<file path="config.mk">
export PLATFORM = sky130hd
export DESIGN_NAME = output_frequency_ramp
export DESIGN_NICKNAME = d
export VERILOG_FILES = /design/src/ramp_pkg.sv /design/src/ramp_if.sv /design/src/ramp_stepper.sv /design/src/shape_weight.sv /design/src/output_frequency_ramp.sv
export SDC_FILE = /design/constraint.sdc
export NUM_CORES = 2
export LEC_CHECK = 0
export BUFFER_PORTS_ARGS = -buffer_cell sky130_fd_sc_hd__buf_2
export CAP_MARGIN = 15
export CORE_MARGIN = 5
export CORE_UTILIZATION = 50
export DETAILED_ROUTE_END_ITERATION = 8
export MAX_ROUTING_LAYER = met4
export PLACE_DENSITY_LB_ADDON = 0.05
export SETUP_SLACK_MARGIN = 0.02
export SLEW_MARGIN = 20
export SYNTH_ARGS = -nofsm -noshare
export SYNTH_HDL_FRONTEND = slang
export SYNTH_SLANG_ARGS = --single-unit
</file>
<file path="constraint.sdc">
create_clock -name clk_in -period 12.6 [get_ports clk_in]
set_input_delay 1.89 -clock clk_in [delete_from_list [all_inputs] [get_ports clk_in]]
set_output_delay 1.89 -clock clk_in [all_outputs]
set_load 0.1 [all_outputs]
</file>
<file path="src/ramp_pkg.sv">
/*
 Shared constants for the output frequency ramp: register map, reset values,
 field codes, state type and timing counts.
 Assumes a 100 MHz control clock and frequencies in steps of 0.01 Hz.
*/
`default_nettype none
package ramp_pkg;
   // ==========================================================
   // widths
   localparam int ADDR_W = 8;
   localparam int DATA_W = 16;
   localparam int FREQ_W = 16;
   localparam int ACC_W = 32;
   localparam int WEIGHT_W = 4;

   // ==========================================================
   // register offsets
   localparam logic [7:0] OFS_START_FREQ = 8'h00;
   localparam logic [7:0] OFS_HOLD_TIME = 8'h01;
   localparam logic [7:0] OFS_SHAPE = 8'h02;
   localparam logic [7:0] OFS_BASE_FREQ = 8'h03;
   localparam logic [7:0] OFS_REF_FREQ = 8'h04;
   localparam logic [7:0] OFS_MIN_FREQ = 8'h05;
   localparam logic [7:0] OFS_ACCEL = 8'h06;
   localparam logic [7:0] OFS_DECEL = 8'h07;
   localparam logic [7:0] OFS_ACCEL2 = 8'h08;
   localparam logic [7:0] OFS_DECEL2 = 8'h09;
   localparam logic [7:0] OFS_STATUS = 8'h10;
   localparam logic [7:0] OFS_OUT_FREQ = 8'h11;

   // ==========================================================
   // status fields
   localparam int STAT_RUN_BIT = 0;
   localparam int STAT_HOLD_BIT = 1;
   localparam int STAT_REV_BIT = 2;
   localparam int STAT_SECOND_BIT = 3;

   // ==========================================================
   // reset values (frequency 0.01 Hz, time 0.1 s)
   localparam logic [15:0] RST_START_FREQ = 16'h0032;
   localparam logic [15:0] RST_HOLD_TIME = 16'hFFFF;
   localparam logic [1:0] RST_SHAPE = 2'h0;
   localparam logic [15:0] RST_BASE_FREQ = 16'h1770;
   localparam logic [15:0] RST_REF_FREQ = 16'h1770;
   localparam logic [15:0] RST_MIN_FREQ = 16'h0000;
   localparam logic [15:0] RST_TIME = 16'h0032;
   localparam logic [15:0] RST_DECEL2 = 16'hFFFF;

   // ==========================================================
   // setting limits and codes
   localparam logic [15:0] HOLD_OFF = 16'hFFFF;
   localparam logic [15:0] DECEL2_SAME = 16'hFFFF;
   localparam logic [15:0] HOLD_MAX = 16'h0064;
   localparam logic [15:0] START_MAX = 16'h1770;
   localparam logic [15:0] TIME_MAX = 16'h8CA0;
   localparam logic [15:0] REF_MIN = 16'h0064;
   localparam logic [15:0] REF_MAX = 16'h9C40;
   localparam logic [15:0] START_FLOOR = 16'h0001;
   localparam logic [1:0] SHAPE_LINEAR = 2'h0;
   localparam logic [1:0] SHAPE_S_A = 2'h1;
   localparam logic [1:0] SHAPE_S_B = 2'h2;
   localparam logic [3:0] WEIGHT_FLAT = 4'h8;
   localparam logic [3:0] WEIGHT_ABOVE_BASE = 4'h4;
   localparam logic [3:0] WEIGHT_PAST_SPAN = 4'h3;

   // ==========================================================
   // timing
   localparam int CLK_PERIOD_NS = 10;
   localparam int TICK_NS = 10000;
   localparam int TICK_CYCLES = (TICK_NS + CLK_PERIOD_NS - 1) / CLK_PERIOD_NS;
   localparam int TENTH_NS = 100000000;
   localparam int TICKS_PER_TENTH = TENTH_NS / TICK_NS;
   localparam int MIN_RAMP_NS = 40000000;
   localparam int MIN_RAMP_TICKS = MIN_RAMP_NS / TICK_NS;

   typedef enum logic [1:0] {ST_STOP, ST_HOLD, ST_RUN} ramp_state_t;
endpackage
`default_nettype wire

</file>
<file path="src/ramp_if.sv">
/*
 Carrier between the ramp controller and its step accumulator.
 Assumes both ends share the control clock.
*/
`timescale 1ns/100ps
`default_nettype none
interface ramp_if;
   logic tick;
   logic active;
   logic [31:0] add;
   logic [31:0] den;
   logic step;
   modport ctrl (output tick, output active, output add, output den, input step);
   modport stepper (input tick, input active, input add, input den, output step);
endinterface
`default_nettype wire

</file>
<file path="src/ramp_stepper.sv">
/*
 Step accumulator: adds the weighted rate once per tick and emits one
 0.01 Hz step pulse per cycle while the sum is at or above the denominator.
 Assumes den is never zero and steps per tick stay well under a tick.
*/
`timescale 1ns/100ps
`default_nettype none
module ramp_stepper
   import ramp_pkg::*;
(
   // clock and reset
   input wire logic clk_in,
   input wire logic reset_in,
   // controller side
   ramp_if.stepper rif
);
   logic [ACC_W-1:0] acc;
   wire logic [ACC_W-1:0] acc_sum = acc + rif.add;
   wire logic acc_over = acc >= rif.den;

   // ==========================================================
   // accumulator
   always_ff @(posedge clk_in) begin
      if (reset_in) begin
         acc <= '0;
         rif.step <= 1'b0;
      end else begin
         rif.step <= 1'b0;
         if (!rif.active) begin
            acc <= '0;
         end else if (rif.tick) begin
            acc <= acc_sum;
         end else if (acc_over) begin
            acc <= acc - rif.den;
            rif.step <= 1'b1;
         end
      end
   end
endmodule
`default_nettype wire

</file>
<file path="src/shape_weight.sv">
/*
 S-curve rate weight: progress covered/span in eighths selects a weight
 whose mean over the span is the flat weight of eight.
 Assumes span is non-zero while the weight is used.
*/
`timescale 1ns/100ps
`default_nettype none
module shape_weight
   import ramp_pkg::*;
#(
   parameter int STEPS = 8
)
(
   // clock and reset
   input wire logic clk_in,
   input wire logic reset_in,
   // progress
   input wire logic [FREQ_W-1:0] covered_in,
   input wire logic [FREQ_W-1:0] span_in,
   input wire logic [WEIGHT_W-1:0] beyond_in,
   // weight
   output logic [WEIGHT_W-1:0] weight_out
);
   logic [STEPS-2:0] past;
   logic [3:0] idx;
   logic [WEIGHT_W-1:0] next_weight;
   wire logic [FREQ_W+2:0] covered_x8 = {covered_in, 3'b000};

   // ==========================================================
   // one comparator per inner boundary between eighths of the span
   genvar k;
   generate
      for (k = 1; k < STEPS; k++) begin : g_cmp
         assign past[k-1] = covered_x8 >= (FREQ_W+3)'(k * span_in);
      end
   endgenerate

   always_comb begin
      idx = 4'h0;
      for (int i = 0; i < STEPS - 1; i++) begin
         idx = idx + 4'(past[i]);
      end
      case (idx)
         4'h0, 4'h7: next_weight = 4'h3;
         4'h1, 4'h6: next_weight = 4'h7;
         4'h2, 4'h5: next_weight = 4'hA;
         4'h3, 4'h4: next_weight = 4'hC;
         default: next_weight = 4'h3;
      endcase
      // slow end of the curve must never stall the ramp at zero weight
      if (covered_in >= span_in) begin
         next_weight = beyond_in;
      end
   end

   always_ff @(posedge clk_in) begin
      if (reset_in) begin
         weight_out <= WEIGHT_FLAT;
      end else begin
         weight_out <= next_weight;
      end
   end
endmodule
`default_nettype wire

</file>
<file path="src/output_frequency_ramp.sv">
/*
 Output frequency command generator: start frequency gate, start hold,
 and linear or S-curve ramps toward the commanded frequency.
 Assumes all inputs synchronous to clk_in and a plain register port with
 read data one cycle after the read strobe.
*/
// Implementation choices: strobed register access and the placing of the registers.
// Summary of operation
// - stay stopped until command reaches start frequency
// - hold start frequency for hold time after start
// - zero start frequency holds at 0.01 Hz
// - start removed during hold decelerates at once
// - direction change uses start frequency, no hold
// - start below minimum runs at preset frequency
// - shape 0 linear, 1 S-A, 2 S-B
// - linear mode uses constant frequency slope
// - S-curve A inflects at base frequency
// - S-curve A time refers to base frequency
// - S-curve B shapes each change from present
// - ramp time means zero to reference frequency
// - second function selects second ramp times
// - start frequency limited to 0 to 60 Hz
`timescale 1ns/100ps
`default_nettype none
module output_frequency_ramp
   import ramp_pkg::*;
#(
   parameter int TICK_LEN = TICK_CYCLES,
   parameter int TENTH_TICKS = TICKS_PER_TENTH,
   parameter int MIN_TICKS = MIN_RAMP_TICKS
)
(
   // clock and reset
   input wire logic clk_in,
   input wire logic reset_in,
   // register port
   input wire logic [ramp_pkg::ADDR_W-1:0] addr_in,
   input wire logic [ramp_pkg::DATA_W-1:0] wdata_in,
   input wire logic wr_in,
   input wire logic rd_in,
   output logic [ramp_pkg::DATA_W-1:0] rdata_out,
   // run inputs
   input wire logic start_in,
   input wire logic reverse_in,
   input wire logic second_function_select_in,
   input wire logic [ramp_pkg::FREQ_W-1:0] freq_command_in,
   // drive command
   output logic [ramp_pkg::FREQ_W-1:0] out_freq_out,
   output logic reverse_out,
   output logic running_out,
   output logic holding_out
);
   // ==========================================================
   // settings
   logic [15:0] start_frequency_setting;
   logic [15:0] start_hold_time;
   logic [1:0] ramp_shape_select;
   logic [15:0] base_frequency_setting;
   logic [15:0] ramp_reference_frequency;
   logic [15:0] minimum_frequency_setting;
   logic [15:0] accel_time_setting;
   logic [15:0] decel_time_setting;
   logic [15:0] accel_time_second;
   logic [15:0] decel_time_second;

   function automatic logic [15:0] clamp(input logic [15:0] v, input logic [15:0] lo, input logic [15:0] hi);
      clamp = (v < lo) ? lo : ((v > hi) ? hi : v);
   endfunction

   wire logic wr_start = wr_in && (addr_in == OFS_START_FREQ);
   wire logic wr_hold = wr_in && (addr_in == OFS_HOLD_TIME);
   wire logic wr_shape = wr_in && (addr_in == OFS_SHAPE);
   wire logic wr_base = wr_in && (addr_in == OFS_BASE_FREQ);
   wire logic wr_ref = wr_in && (addr_in == OFS_REF_FREQ);
   wire logic wr_min = wr_in && (addr_in == OFS_MIN_FREQ);
   wire logic wr_acc = wr_in && (addr_in == OFS_ACCEL);
   wire logic wr_dec = wr_in && (addr_in == OFS_DECEL);
   wire logic wr_acc2 = wr_in && (addr_in == OFS_ACCEL2);
   wire logic wr_dec2 = wr_in && (addr_in == OFS_DECEL2);
   // shape codes beyond the three patterns are refused, old pattern kept
   wire logic shape_ok = wdata_in[15:0] <= 16'(SHAPE_S_B);
   // hold accepts 0..10 s, or the all-ones code that disables it
   wire logic [15:0] hold_wval = (wdata_in == HOLD_OFF) ? HOLD_OFF : clamp(wdata_in, 16'h0000, HOLD_MAX);
   wire logic [15:0] dec2_wval = (wdata_in == DECEL2_SAME) ? DECEL2_SAME : clamp(wdata_in, 16'h0000, TIME_MAX);

   always_ff @(posedge clk_in) begin
      if (reset_in) begin
         start_frequency_setting <= RST_START_FREQ;
         start_hold_time <= RST_HOLD_TIME;
         ramp_shape_select <= RST_SHAPE;
         base_frequency_setting <= RST_BASE_FREQ;
         ramp_reference_frequency <= RST_REF_FREQ;
         minimum_frequency_setting <= RST_MIN_FREQ;
         accel_time_setting <= RST_TIME;
         decel_time_setting <= RST_TIME;
         accel_time_second <= RST_TIME;
         decel_time_second <= RST_DECEL2;
      end else begin
         if (wr_start) start_frequency_setting <= clamp(wdata_in, 16'h0000, START_MAX);
         if (wr_hold) start_hold_time <= hold_wval;
         if (wr_shape && shape_ok) ramp_shape_select <= wdata_in[1:0];
         if (wr_base) base_frequency_setting <= clamp(wdata_in, REF_MIN, REF_MAX);
         if (wr_ref) ramp_reference_frequency <= clamp(wdata_in, REF_MIN, REF_MAX);
         if (wr_min) minimum_frequency_setting <= clamp(wdata_in, 16'h0000, REF_MAX);
         if (wr_acc) accel_time_setting <= clamp(wdata_in, 16'h0000, TIME_MAX);
         if (wr_dec) decel_time_setting <= clamp(wdata_in, 16'h0000, TIME_MAX);
         if (wr_acc2) accel_time_second <= clamp(wdata_in, 16'h0000, TIME_MAX);
         if (wr_dec2) decel_time_second <= dec2_wval;
      end
   end

   // ==========================================================
   // control tick
   logic [15:0] tick_cnt;
   wire logic tick_now = tick_cnt == 16'(TICK_LEN - 1);

   always_ff @(posedge clk_in) begin
      if (reset_in) begin
         tick_cnt <= 16'h0000;
      end else begin
         tick_cnt <= tick_now ? 16'h0000 : tick_cnt + 16'h0001;
      end
   end

   // ==========================================================
   // run decision and target
   ramp_state_t state;
   ramp_state_t next_state;
   logic [15:0] freq;
   logic [15:0] next_freq;
   logic dir;
   logic next_dir;
   logic [31:0] hold_cnt;
   logic [31:0] next_hold_cnt;
   logic [15:0] seg_start;
   logic [15:0] target_q;

   // preset frequency applies when the start gate sits at or under minimum
   wire logic gate_open = start_frequency_setting <= minimum_frequency_setting;
   wire logic cmd_reached = freq_command_in >= start_frequency_setting;
   wire logic run_ok = start_in && (cmd_reached || gate_open);
   wire logic [15:0] cmd_eff = (freq_command_in < minimum_frequency_setting) ?
                               minimum_frequency_setting : freq_command_in;
   wire logic dir_match = reverse_in == dir;
   wire logic [15:0] target = (run_ok && dir_match) ? cmd_eff : 16'h0000;
   wire logic [15:0] start_value = (start_frequency_setting == 16'h0000) ?
                                   START_FLOOR : start_frequency_setting;
   wire logic hold_on = start_hold_time != HOLD_OFF;
   wire logic [31:0] hold_limit = 32'(start_hold_time) * 32'(TENTH_TICKS);
   wire logic hold_done = hold_cnt >= hold_limit;

   // ==========================================================
   // ramp time and rate
   wire logic going_up = target > freq;
   wire logic [15:0] dec2_eff = (decel_time_second == DECEL2_SAME) ? accel_time_second : decel_time_second;
   wire logic [15:0] time_up = second_function_select_in ? accel_time_second : accel_time_setting;
   wire logic [15:0] time_dn = second_function_select_in ? dec2_eff : decel_time_setting;
   wire logic [15:0] time_sel = going_up ? time_up : time_dn;
   wire logic [31:0] time_ticks = 32'(time_sel) * 32'(TENTH_TICKS);
   // very short settings fall back to the shortest ramp the drive allows
   wire logic [31:0] ramp_ticks = (time_ticks < 32'(MIN_TICKS)) ? 32'(MIN_TICKS) : time_ticks;
   // S-curve A measures its time to base frequency instead of reference
   wire logic [15:0] rate_ref = (ramp_shape_select == SHAPE_S_A) ?
                                base_frequency_setting : ramp_reference_frequency;

   // S-curve A: progress from zero toward base frequency
   logic [3:0] weight_a;
   shape_weight #(
      .STEPS(8)
   ) u_weight_a (
      .clk_in(clk_in),
      .reset_in(reset_in),
      .covered_in(freq),
      .span_in(base_frequency_setting),
      .beyond_in(WEIGHT_ABOVE_BASE),
      .weight_out(weight_a)
   );

   // S-curve B: progress from the segment start toward the target
   wire logic [15:0] span_b = (target_q > seg_start) ? target_q - seg_start : seg_start - target_q;
   wire logic [15:0] cover_b = (freq > seg_start) ? freq - seg_start : seg_start - freq;
   logic [3:0] weight_b;
   shape_weight #(
      .STEPS(8)
   ) u_weight_b (
      .clk_in(clk_in),
      .reset_in(reset_in),
      .covered_in(cover_b),
      .span_in(span_b),
      .beyond_in(WEIGHT_PAST_SPAN),
      .weight_out(weight_b)
   );

   wire logic [3:0] weight = (ramp_shape_select == SHAPE_S_A) ? weight_a :
                             (ramp_shape_select == SHAPE_S_B) ? weight_b : WEIGHT_FLAT;

   // ==========================================================
   // step accumulator
   ramp_if rif ();
   ramp_stepper u_stepper (
      .clk_in(clk_in),
      .reset_in(reset_in),
      .rif(rif)
   );
   // weight averages eight, so the denominator carries the same factor
   assign rif.tick = tick_now;
   assign rif.active = (state == ST_RUN) && (freq != target);
   assign rif.add = 32'(weight) * 32'(rate_ref);
   assign rif.den = {ramp_ticks[28:0], 3'b000};

   // ==========================================================
   // sequencer
   always_comb begin
      next_state = state;
      next_freq = freq;
      next_dir = dir;
      next_hold_cnt = hold_cnt;
      case (state)
         ST_STOP: begin
            next_freq = 16'h0000;
            next_hold_cnt = 32'h0000_0000;
            if (run_ok) begin
               next_dir = reverse_in;
               next_freq = start_value;
               next_state = hold_on ? ST_HOLD : ST_RUN;
            end
         end
         ST_HOLD: begin
            if (!start_in) begin
               next_state = ST_RUN;
            end else if (hold_done) begin
               next_state = ST_RUN;
            end else if (tick_now) begin
               next_hold_cnt = hold_cnt + 32'h0000_0001;
            end
         end
         ST_RUN: begin
            if (rif.step && going_up) begin
               next_freq = freq + 16'h0001;
            end else if (rif.step && (freq > target)) begin
               next_freq = freq - 16'h0001;
            end else if (freq == 16'h0000) begin
               if (run_ok && !dir_match) begin
                  next_dir = reverse_in;
                  next_freq = start_value;
               end else if (!run_ok) begin
                  next_state = ST_STOP;
               end
            end
         end
         default: begin
            next_state = ST_STOP;
            next_freq = 16'h0000;
         end
      endcase
   end

   always_ff @(posedge clk_in) begin
      if (reset_in) begin
         state <= ST_STOP;
         freq <= 16'h0000;
         dir <= 1'b0;
         hold_cnt <= 32'h0000_0000;
      end else begin
         state <= next_state;
         freq <= next_freq;
         dir <= next_dir;
         hold_cnt <= next_hold_cnt;
      end
   end

   // new segment whenever the target moves or the ramp is idle
   always_ff @(posedge clk_in) begin
      if (reset_in) begin
         seg_start <= 16'h0000;
         target_q <= 16'h0000;
      end else begin
         target_q <= target;
         if ((target != target_q) || !rif.active) begin
            seg_start <= freq;
         end
      end
   end

   // ==========================================================
   // outputs
   always_ff @(posedge clk_in) begin
      if (reset_in) begin
         out_freq_out <= 16'h0000;
         reverse_out <= 1'b0;
         running_out <= 1'b0;
         holding_out <= 1'b0;
      end else begin
         out_freq_out <= next_freq;
         reverse_out <= next_dir;
         running_out <= next_state != ST_STOP;
         holding_out <= next_state == ST_HOLD;
      end
   end

   // ==========================================================
   // register read
   logic [15:0] status_word;
   logic [15:0] read_mux;

   always_comb begin
      status_word = 16'h0000;
      status_word[STAT_RUN_BIT] = state != ST_STOP;
      status_word[STAT_HOLD_BIT] = state == ST_HOLD;
      status_word[STAT_REV_BIT] = dir;
      status_word[STAT_SECOND_BIT] = second_function_select_in;
      case (addr_in)
         OFS_START_FREQ: read_mux = start_frequency_setting;
         OFS_HOLD_TIME: read_mux = start_hold_time;
         OFS_SHAPE: read_mux = {14'h0000, ramp_shape_select};
         OFS_BASE_FREQ: read_mux = base_frequency_setting;
         OFS_REF_FREQ: read_mux = ramp_reference_frequency;
         OFS_MIN_FREQ: read_mux = minimum_frequency_setting;
         OFS_ACCEL: read_mux = accel_time_setting;
         OFS_DECEL: read_mux = decel_time_setting;
         OFS_ACCEL2: read_mux = accel_time_second;
         OFS_DECEL2: read_mux = decel_time_second;
         OFS_STATUS: read_mux = status_word;
         OFS_OUT_FREQ: read_mux = freq;
         default: read_mux = 16'h0000;
      endcase
   end

   // read data shows only in the cycle after the strobe
   always_ff @(posedge clk_in) begin
      if (reset_in) begin
         rdata_out <= 16'h0000;
      end else begin
         rdata_out <= rd_in ? read_mux : 16'h0000;
      end
   end
endmodule
`default_nettype wire

</file>
---- Word level (Yosys, flattened, before mapping) ----
Memories as Yosys holds them, arrays and structs flattened.
Index checks and enable logic that the tools add are counted.
word-level totals
  flip-flop bits (word level) ............. 304
  ROM bits ................................ 64
  bits of input ports ..................... 47
  output and inout bits ................... 35
  word-level logic and storage cells ...... 227
  memories kept ........................... 2
operators by class
  $add $sub $neg .......................... 22
  multipliers ............................. 11
  order comparisons ....................... 33
  eq/ne operators ......................... 33
  mux-type cells .......................... 58
  bitwise operators ....................... 3
  reductions and logical operators ........ 39
memories
  memory           depth  width  read ports  clocked after Yosys merged registers in  write ports  line                RTL
  (no name shown)  8      4      1           0                                        0            shape_weight.sv:43  case (idx)
  (no name shown)  8      4      1           0                                        0            shape_weight.sv:43
operators by type and width
  kind                                                 number
  2-to-1 mux 16 bit                                    26
  one-hot mux 16 bit (12 select lines)                 1
  2-to-1 mux 32 bit                                    5
  >= comparator 19 bit                                 6
  >= comparator 19 x 18 -> 1 bit                       4
  multiplier 3 x 16 -> 19 bit, first input constant    4
  multiplier 2 x 16 -> 18 bit, first input constant    4
  > comparator 16 bit                                  4
  one-hot mux 32 bit (2 select lines)                  1
  subtractor 16 bit                                    4
  multiplier 16 x 10 -> 26 bit, second input constant  2
  >= comparator 16 bit                                 3
  one-hot mux 16 bit (3 select lines)                  1
  adder 4 x 1 -> 4 bit                                 10
  >= comparator 19 x 16 -> 1 bit                       2
  >= comparator 19 x 17 -> 1 bit                       2
  adder 16 x 1 -> 16 bit, second input constant        2
  adder 32 x 1 -> 32 bit, second input constant        1
  adder 32 x 20 -> 32 bit                              1
  == test 16 bit, second input constant                2
  == test 8 x 3 -> 1 bit, second input constant        4
  >= comparator 32 x 30 -> 1 bit                       1
  >= comparator 32 bit                                 1
  > comparator 16 bit, second input constant           2
  other kinds (44)                                     106

---- Longest topological paths before layout ----
  depth in word-level cells ............... 13
  mapped depth ............................ 58
  depth with buffers taken out ............ 54

---- Cells and area by module ----
A second synthesis with hierarchy kept.
second synthesis, totals
  cells, all modules ...................... 5,165
  area, all modules ....................... 41,333.4 µm²
modules (own cells, without submodules)
  module                     times used  cells an instance  area an instance (µm²)  seq. area each (µm²)
  output_frequency_ramp      1           3,209              25,421.9                5,265.0
  shape_weight (u_weight_b)  1           640                5,527.8                 80.1
  shape_weight (u_weight_a)  1           640                5,486.5                 80.1
  ramp_stepper               1           676                4,897.2                 660.6

---- Least setup slack after synthesis ----
Ideal clock, no wire load.
  kind .................................... input -> register
  start ................................... input port freq_command_in[0] (netlist bit)
  end ..................................... register u_stepper.acc[14]
  setup time .............................. 133 ps
  arrival time ............................ 12,919 ps
  required time ........................... 12,467 ps
  setup slack ............................. -451 ps
  stages .................................. 55
  buffers on the path ..................... 7
  cells stage by stage .................... inv_1 > ha_1 > nand2b_1 > a2111oi_0 > o311a_1 > a211oi_2 > nor4_4 > nor2_2 > buf_6 > clkbuf_1 > nand2b_1 > ha_1 > a21oi_1 > o21ai_0 > a221oi_1 > o21a_1 > and2_1 > clkbuf_1 > [19 not listed] > mux2i_1 > nand4b_1 > nor3_1 > and3_1 > clkbuf_1 > nor2_1 > ha_1 > nor2b_1 > o21ai_0 > a21oi_1 > o2111ai_1 > a31oi_1 > o31ai_1 > a21oi_1 > buf_1 > clkbuf_1 > mux2i_1 > a21oi_1
on the way
  word-level cells in the longest chain between the ends .. 13
  elaborated cells between the ends (all ways) .. 21
  those cells by class .................... add/sub (1); mul (1); order compare (5); eq/ne (1); mux (6); bitwise (1); reduce/logical (6)
RTL lines
  element                        line                          RTL
  start: declaration             output_frequency_ramp.sv:46   input wire logic [ramp_pkg::FREQ_W-1:0] freq_command_in,
  >= comparator 16 bit           output_frequency_ramp.sv:140  wire logic cmd_reached = freq_command_in >= start_frequency_setting;
  logical OR 1 bit               output_frequency_ramp.sv:141  wire logic run_ok = start_in && (cmd_reached || gate_open);
  logical AND 1 bit              output_frequency_ramp.sv:141
  logical AND 1 bit              output_frequency_ramp.sv:145  wire logic [15:0] target = (run_ok && dir_match) ? cmd_eff : 16'h0000;
  2-to-1 mux 16 bit *            output_frequency_ramp.sv:145
  > comparator 16 bit            output_frequency_ramp.sv:154  wire logic going_up = target > freq;
  2-to-1 mux 16 bit              output_frequency_ramp.sv:158  wire logic [15:0] time_sel = going_up ? time_up : time_dn;
  multiplier 16 x 10 -> 26 bit   output_frequency_ramp.sv:159  wire logic [31:0] time_ticks = 32'(time_sel) * 32'(TENTH_TICKS);
  < comparator 30 x 12 -> 1 bit  output_frequency_ramp.sv:161  wire logic [31:0] ramp_ticks = (time_ticks < 32'(MIN_TICKS)) ? 32'(MIN_TICKS) : time_ticks;
  2-to-1 mux 29 bit              output_frequency_ramp.sv:161
  subtractor 32 bit              ramp_stepper.sv:34            acc <= acc - rif.den;
  2-to-1 mux 32 bit              ramp_stepper.sv:33            end else if (acc_over) begin
  2-to-1 mux 32 bit              ramp_stepper.sv:31            end else if (rif.tick) begin
  end signal: assignment         ramp_stepper.sv:32            acc <= acc_sum;
  end signal: assignment         ramp_stepper.sv:34
  end: declaration               ramp_stepper.sv:17            logic [ACC_W-1:0] acc;
Every way passes the cells marked *; elsewhere a longest branch is shown, timed or not. The select of a mux whose other input is x is not followed.
A chain may end at the register's enable or synchronous reset.

---- Worst setup path after layout ----
  start ................................... input port freq_command_in[6] (netlist bit)
  end ..................................... register u_stepper.acc[31]
Same word-level chain as after synthesis.

==> impl_metrics.csv <==
group,metric,value,unit
worst_setup_path,startpoint_type,"input pin",
power,peakVddDrop,0.488,mV
clocking,root_buffer,"clkbuf_16",
clocking,clockBufferDepth,3,
timing,fmaxAchievable,82.9,MHz
die,die-area,83500,um^2
yosys,synthAdderAreaFrac,31.6,%
placed_design,dp_slack,-0.480,ns
worst_setup_path,crit_type,"input pin to flop",
clocking,path_clk_slew,0.06,ns
placed_design,gp_congestion,1.00,
routing,drc_errors,0,
power,seqPwrFrac,10.6,%
clocking,cts_tree,"built",
timing,hold_ws,0.453,ns
yosys,yosysUniqueCellTypes,80,
timing,clock_skew,0.0490,ns
placed_design,dp_hpwl,103,mm
timing,period_needed,12.06,ns
layout,layout.nets,5969,
clocking,clk_latency,0.60,ns
die,coreArea,77300,um^2
yosys,syn_nets,5730,
power,power.internal,0.00501,W
worst_setup_path,end_kind,"flop",
yosys,ys.flop_type,"dfxtp_1",
worst_setup_path,crit_path_max_incr_delay,0.50,ns
yosys,synth-seq-cells,304,
die,rows,102,
yosys,synth-simple-area-share,16.1,%
routing,vias_per_cell,5.86,
grt,antenna_found_initial,8,
worst_setup_path,required,13.13,ns
timing,slew_violations,0,
worst_setup_path,reg2reg_depth,59,
grt,grt_pass1_wl,202,mm
yosys,synth-seq-area-share,15.6,%
worst_setup_path,cp_max_fo,11,
yosys,synth.mux.area_fraction,3.82,%
run_status,outcome,"finished, final reports clean",
worst_setup_path,cpMostUsedCell,"ha_1",
routing,drt_iter0_markers,2866,
yosys,synthXorXnorAreaFrac,5.29,%
die,io_pins,82,
clocking,h-tree-depth,2,
routing,drt-wirelength-per-cell,21.1,um
yosys,postSynthAreaPerCell,8.13,um^2
worst_hold_path,hold_class,"flop to flop",
worst_setup_path,r2r_start,"minimum_frequency_setting[9]$_SDFFE_PP0P_",
power,switching_power,0.00465,W
die,die_y,289,um
routing,antenna_left,0,
yosys,synth_top_family_by_area,"adder cells",
yosys,synth-edff-count,0,
timing,finalWorstSetupSlack,0.540,ns
die,die_x,289,um
run,drv_cap,0,
power,p_per_area,220,nW/um^2
timing,rsz0062_at_grt,"true",
worst_setup_path,r2r_end,"u_stepper.acc[31]$_SDFFE_PP0P_",
timing,tightest_slew,1.06,ns
worst_hold_path,holdPathStages,2,
worst_hold_path,min_to,"hold_cnt[31]$_SDFFE_PP0P_",
power,p_comb_share,75.8,%
worst_hold_path,hold_path_startpoint,"hold_cnt[31]$_SDFFE_PP0P_",
yosys,yosysWarnings,0,
timing,finalSetupViolCount,0,
placed_design,port_buffers,81,
yosys,synth_compound_area_share,21.2,%
yosys,syn-instance-count,4791,
power,p_sw_share,48.2,%
worst_setup_path,reg2reg_slack,0.97,ns
timing,relSlewSlack,28.8,%
yosys,synth.cell_area,38900,um^2
yosys,synthArstFlopShare,0,%
grt,grt_max_degree,59,
layout,drive_gt1_share,10.9,%
grt,grt.overflow.total,0,
routing,wirelength,129,mm
worst_setup_path,crit_path_top_delay_cell,"fa_1",
routing,first_pass_iters,8,
routing,vias,35800,
grt,grt_use_total,31.4,%
grt,grt_pass1_vias,34600,
die,start_util,50.3,%
power,p_leak,21.0,nW
timing,hold_violations,0,
power,clock_power_share,13.7,%
layout,area_growth,12.7,%
clocking,cts-buffers-inserted,40,
worst_setup_path,arrival,12.59,ns
clocking,cts_sinks,304,
timing,finalCritPeriodShare,95.7,%
## sequential cells by signal, summed over array words and instances (netlist names), 2 cells and up
signal	cells
hold_cnt	32
u_stepper.acc	32
accel_time_second	16
accel_time_setting	16
base_frequency_setting	16
decel_time_second	16
decel_time_setting	16
minimum_frequency_setting	16
out_freq_out	16
ramp_reference_frequency	16
rdata_out	16
seg_start	16
start_frequency_setting	16
start_hold_time	16
target_q	16
tick_cnt	16
u_weight_a.weight_out	4
u_weight_b.weight_out	4
ramp_shape_select	2
state	2
## power groups by stage
stage / clock, W / sequential [W] / combinational, W
global placement: 0 / 0.00104 / 0.00714
CTS: 0.00134 / 0.00102 / 0.00729
detailed placement: 0 / 0.00104 / 0.00721
floorplan: 0 / 0.00109 / 0.00536
global route: 0.00138 / 0.00103 / 0.00841
finish: 0.00132 / 0.00102 / 0.00732
## area by class of cell
| cell class | count | area (um^2) |
|---|---|---|
| clock inverter | 25 | 453 |
| inverter | 478 | 1800 |
| antenna | 5 | 12.5 |
| tap | 1040 | 1300 |
| multi-input combinational | 3841 | 30600 |
| clock buffer | 48 | 1060 |
| timing repair buffer | 365 | 2570 |
| fill | 7471 | 33500 |
| sequential | 304 | 6090 |
## worst max-delay path by stage
stage                                  start  cells after the start  slack (ns)                        endpoint
after floorplan           freq_command_in[6]                     51        0.03  u_stepper.acc[31]$_SDFFE_PP0P_
after detailed placement  freq_command_in[6]                     54       -0.48  u_stepper.acc[31]$_SDFFE_PP0P_
after CTS                 freq_command_in[6]                     54        0.12  u_stepper.acc[31]$_SDFFE_PP0P_
after global placement    freq_command_in[0]                     55       -0.24  u_stepper.acc[31]$_SDFFE_PP0P_
final                     freq_command_in[6]                     60        0.54  u_stepper.acc[31]$_SDFFE_PP0P_
after global routing      freq_command_in[7]                     55       -0.09  u_stepper.acc[23]$_SDFFE_PP0P_
## critical path, delay by kind of cell
| kind | cells | cell delay, ns |
|---|---|---|
| multiplexers | 1 | 0.34 |
| adder cells (fa/ha/maj) | 10 | 3.00 |
| AO/OA/AOI/OAI | 17 | 3.43 |
| buffers and inverters | 14 | 1.49 |
| XOR/XNOR | 2 | 0.25 |
| AND/OR/NAND/NOR | 16 | 2.15 |
## metal layers
metal | wire length (um) | vias to the layer above | track usage [%]
met5 | 0 | - | -
met4 | 3860 | 0 | 8.08
met3 | 10300 | 217 | 5.38
met2 | 55300 | 1213 | 48.1
met1 | 59300 | 16800 | 43.2
li1 | - | 17600 | -
## cells in the mapped netlist, types with 52 or more instances
master    number  share of area, %
clkbuf_1     148               1.4
nand4_1       52              0.84
dfxtp_1      304                16
nand3_1      111               1.4
mux2i_1      107               2.8
inv_1        478               4.6
a21o_1       160               3.1
o211ai_1      52               1.0
ha_1         739                24
nor2_1       387               3.7
a21oi_1      330               4.2
nand2b_1      68               1.1
a211oi_1      54               1.0
fa_1         153               7.9
xor2_1       112               2.5
o21ai_0      226               2.9
o21a_1        60               1.2
xnor2_1      123               2.8
nor3_1        84               1.1
nand2_1      370               3.6
## logic make-up (layout without fill, tap and decap cells)
group / after synthesis / in the layout
other: 0 / 5
AOI/OAI and AO/OA: 1250 / 1250
xor gates and xnor gates: 235 / 235
adders and majority gates: 892 / 892
muxes: 143 / 143
and+or+nand+nor: 1321 / 1321
buffers and inverters: 646 / 916
DFF: 304 / 304
## through the flow
stage	utilization (%)	setup TNS [ns]	power [W]	cells	cell area, um^2
after floorplan	-	0	0.00645	4791	39000
after global placement	54.5	-2.58	0.00819	6028	42200
after detailed placement	54.5	-7.65	0.00826	6028	42200
after CTS	56.5	0	0.00965	6101	43700
after global routing	56.7	-0.522	0.0108	6106	43900
final	56.7	0	0.00966	6106	43900
## layout by cell type (no fill, tap or decap), types with 109 or more instances in the layout
cell type  count
ha_1         739
fa_1         153
xor2_1       109
dfxtp_1      304
buf_4        281
a21oi_1      323
a21o_1       160
nor2_1       385
inv_1        477
o21ai_0      215
nand3_1      110
xnor2_1      123
nand2_1      369
## repair_timing
item | 4_1_cts | 5_1_grt
hold buffers | 0 | 0
buffers inserted | 0 | 1
gates resized for setup | 0 | 44
setup endpoints to repair | 0 | 26
endpoints found under the hold margin | 0 | 0
No activity file was read; power rests on OpenSTA's default activity.
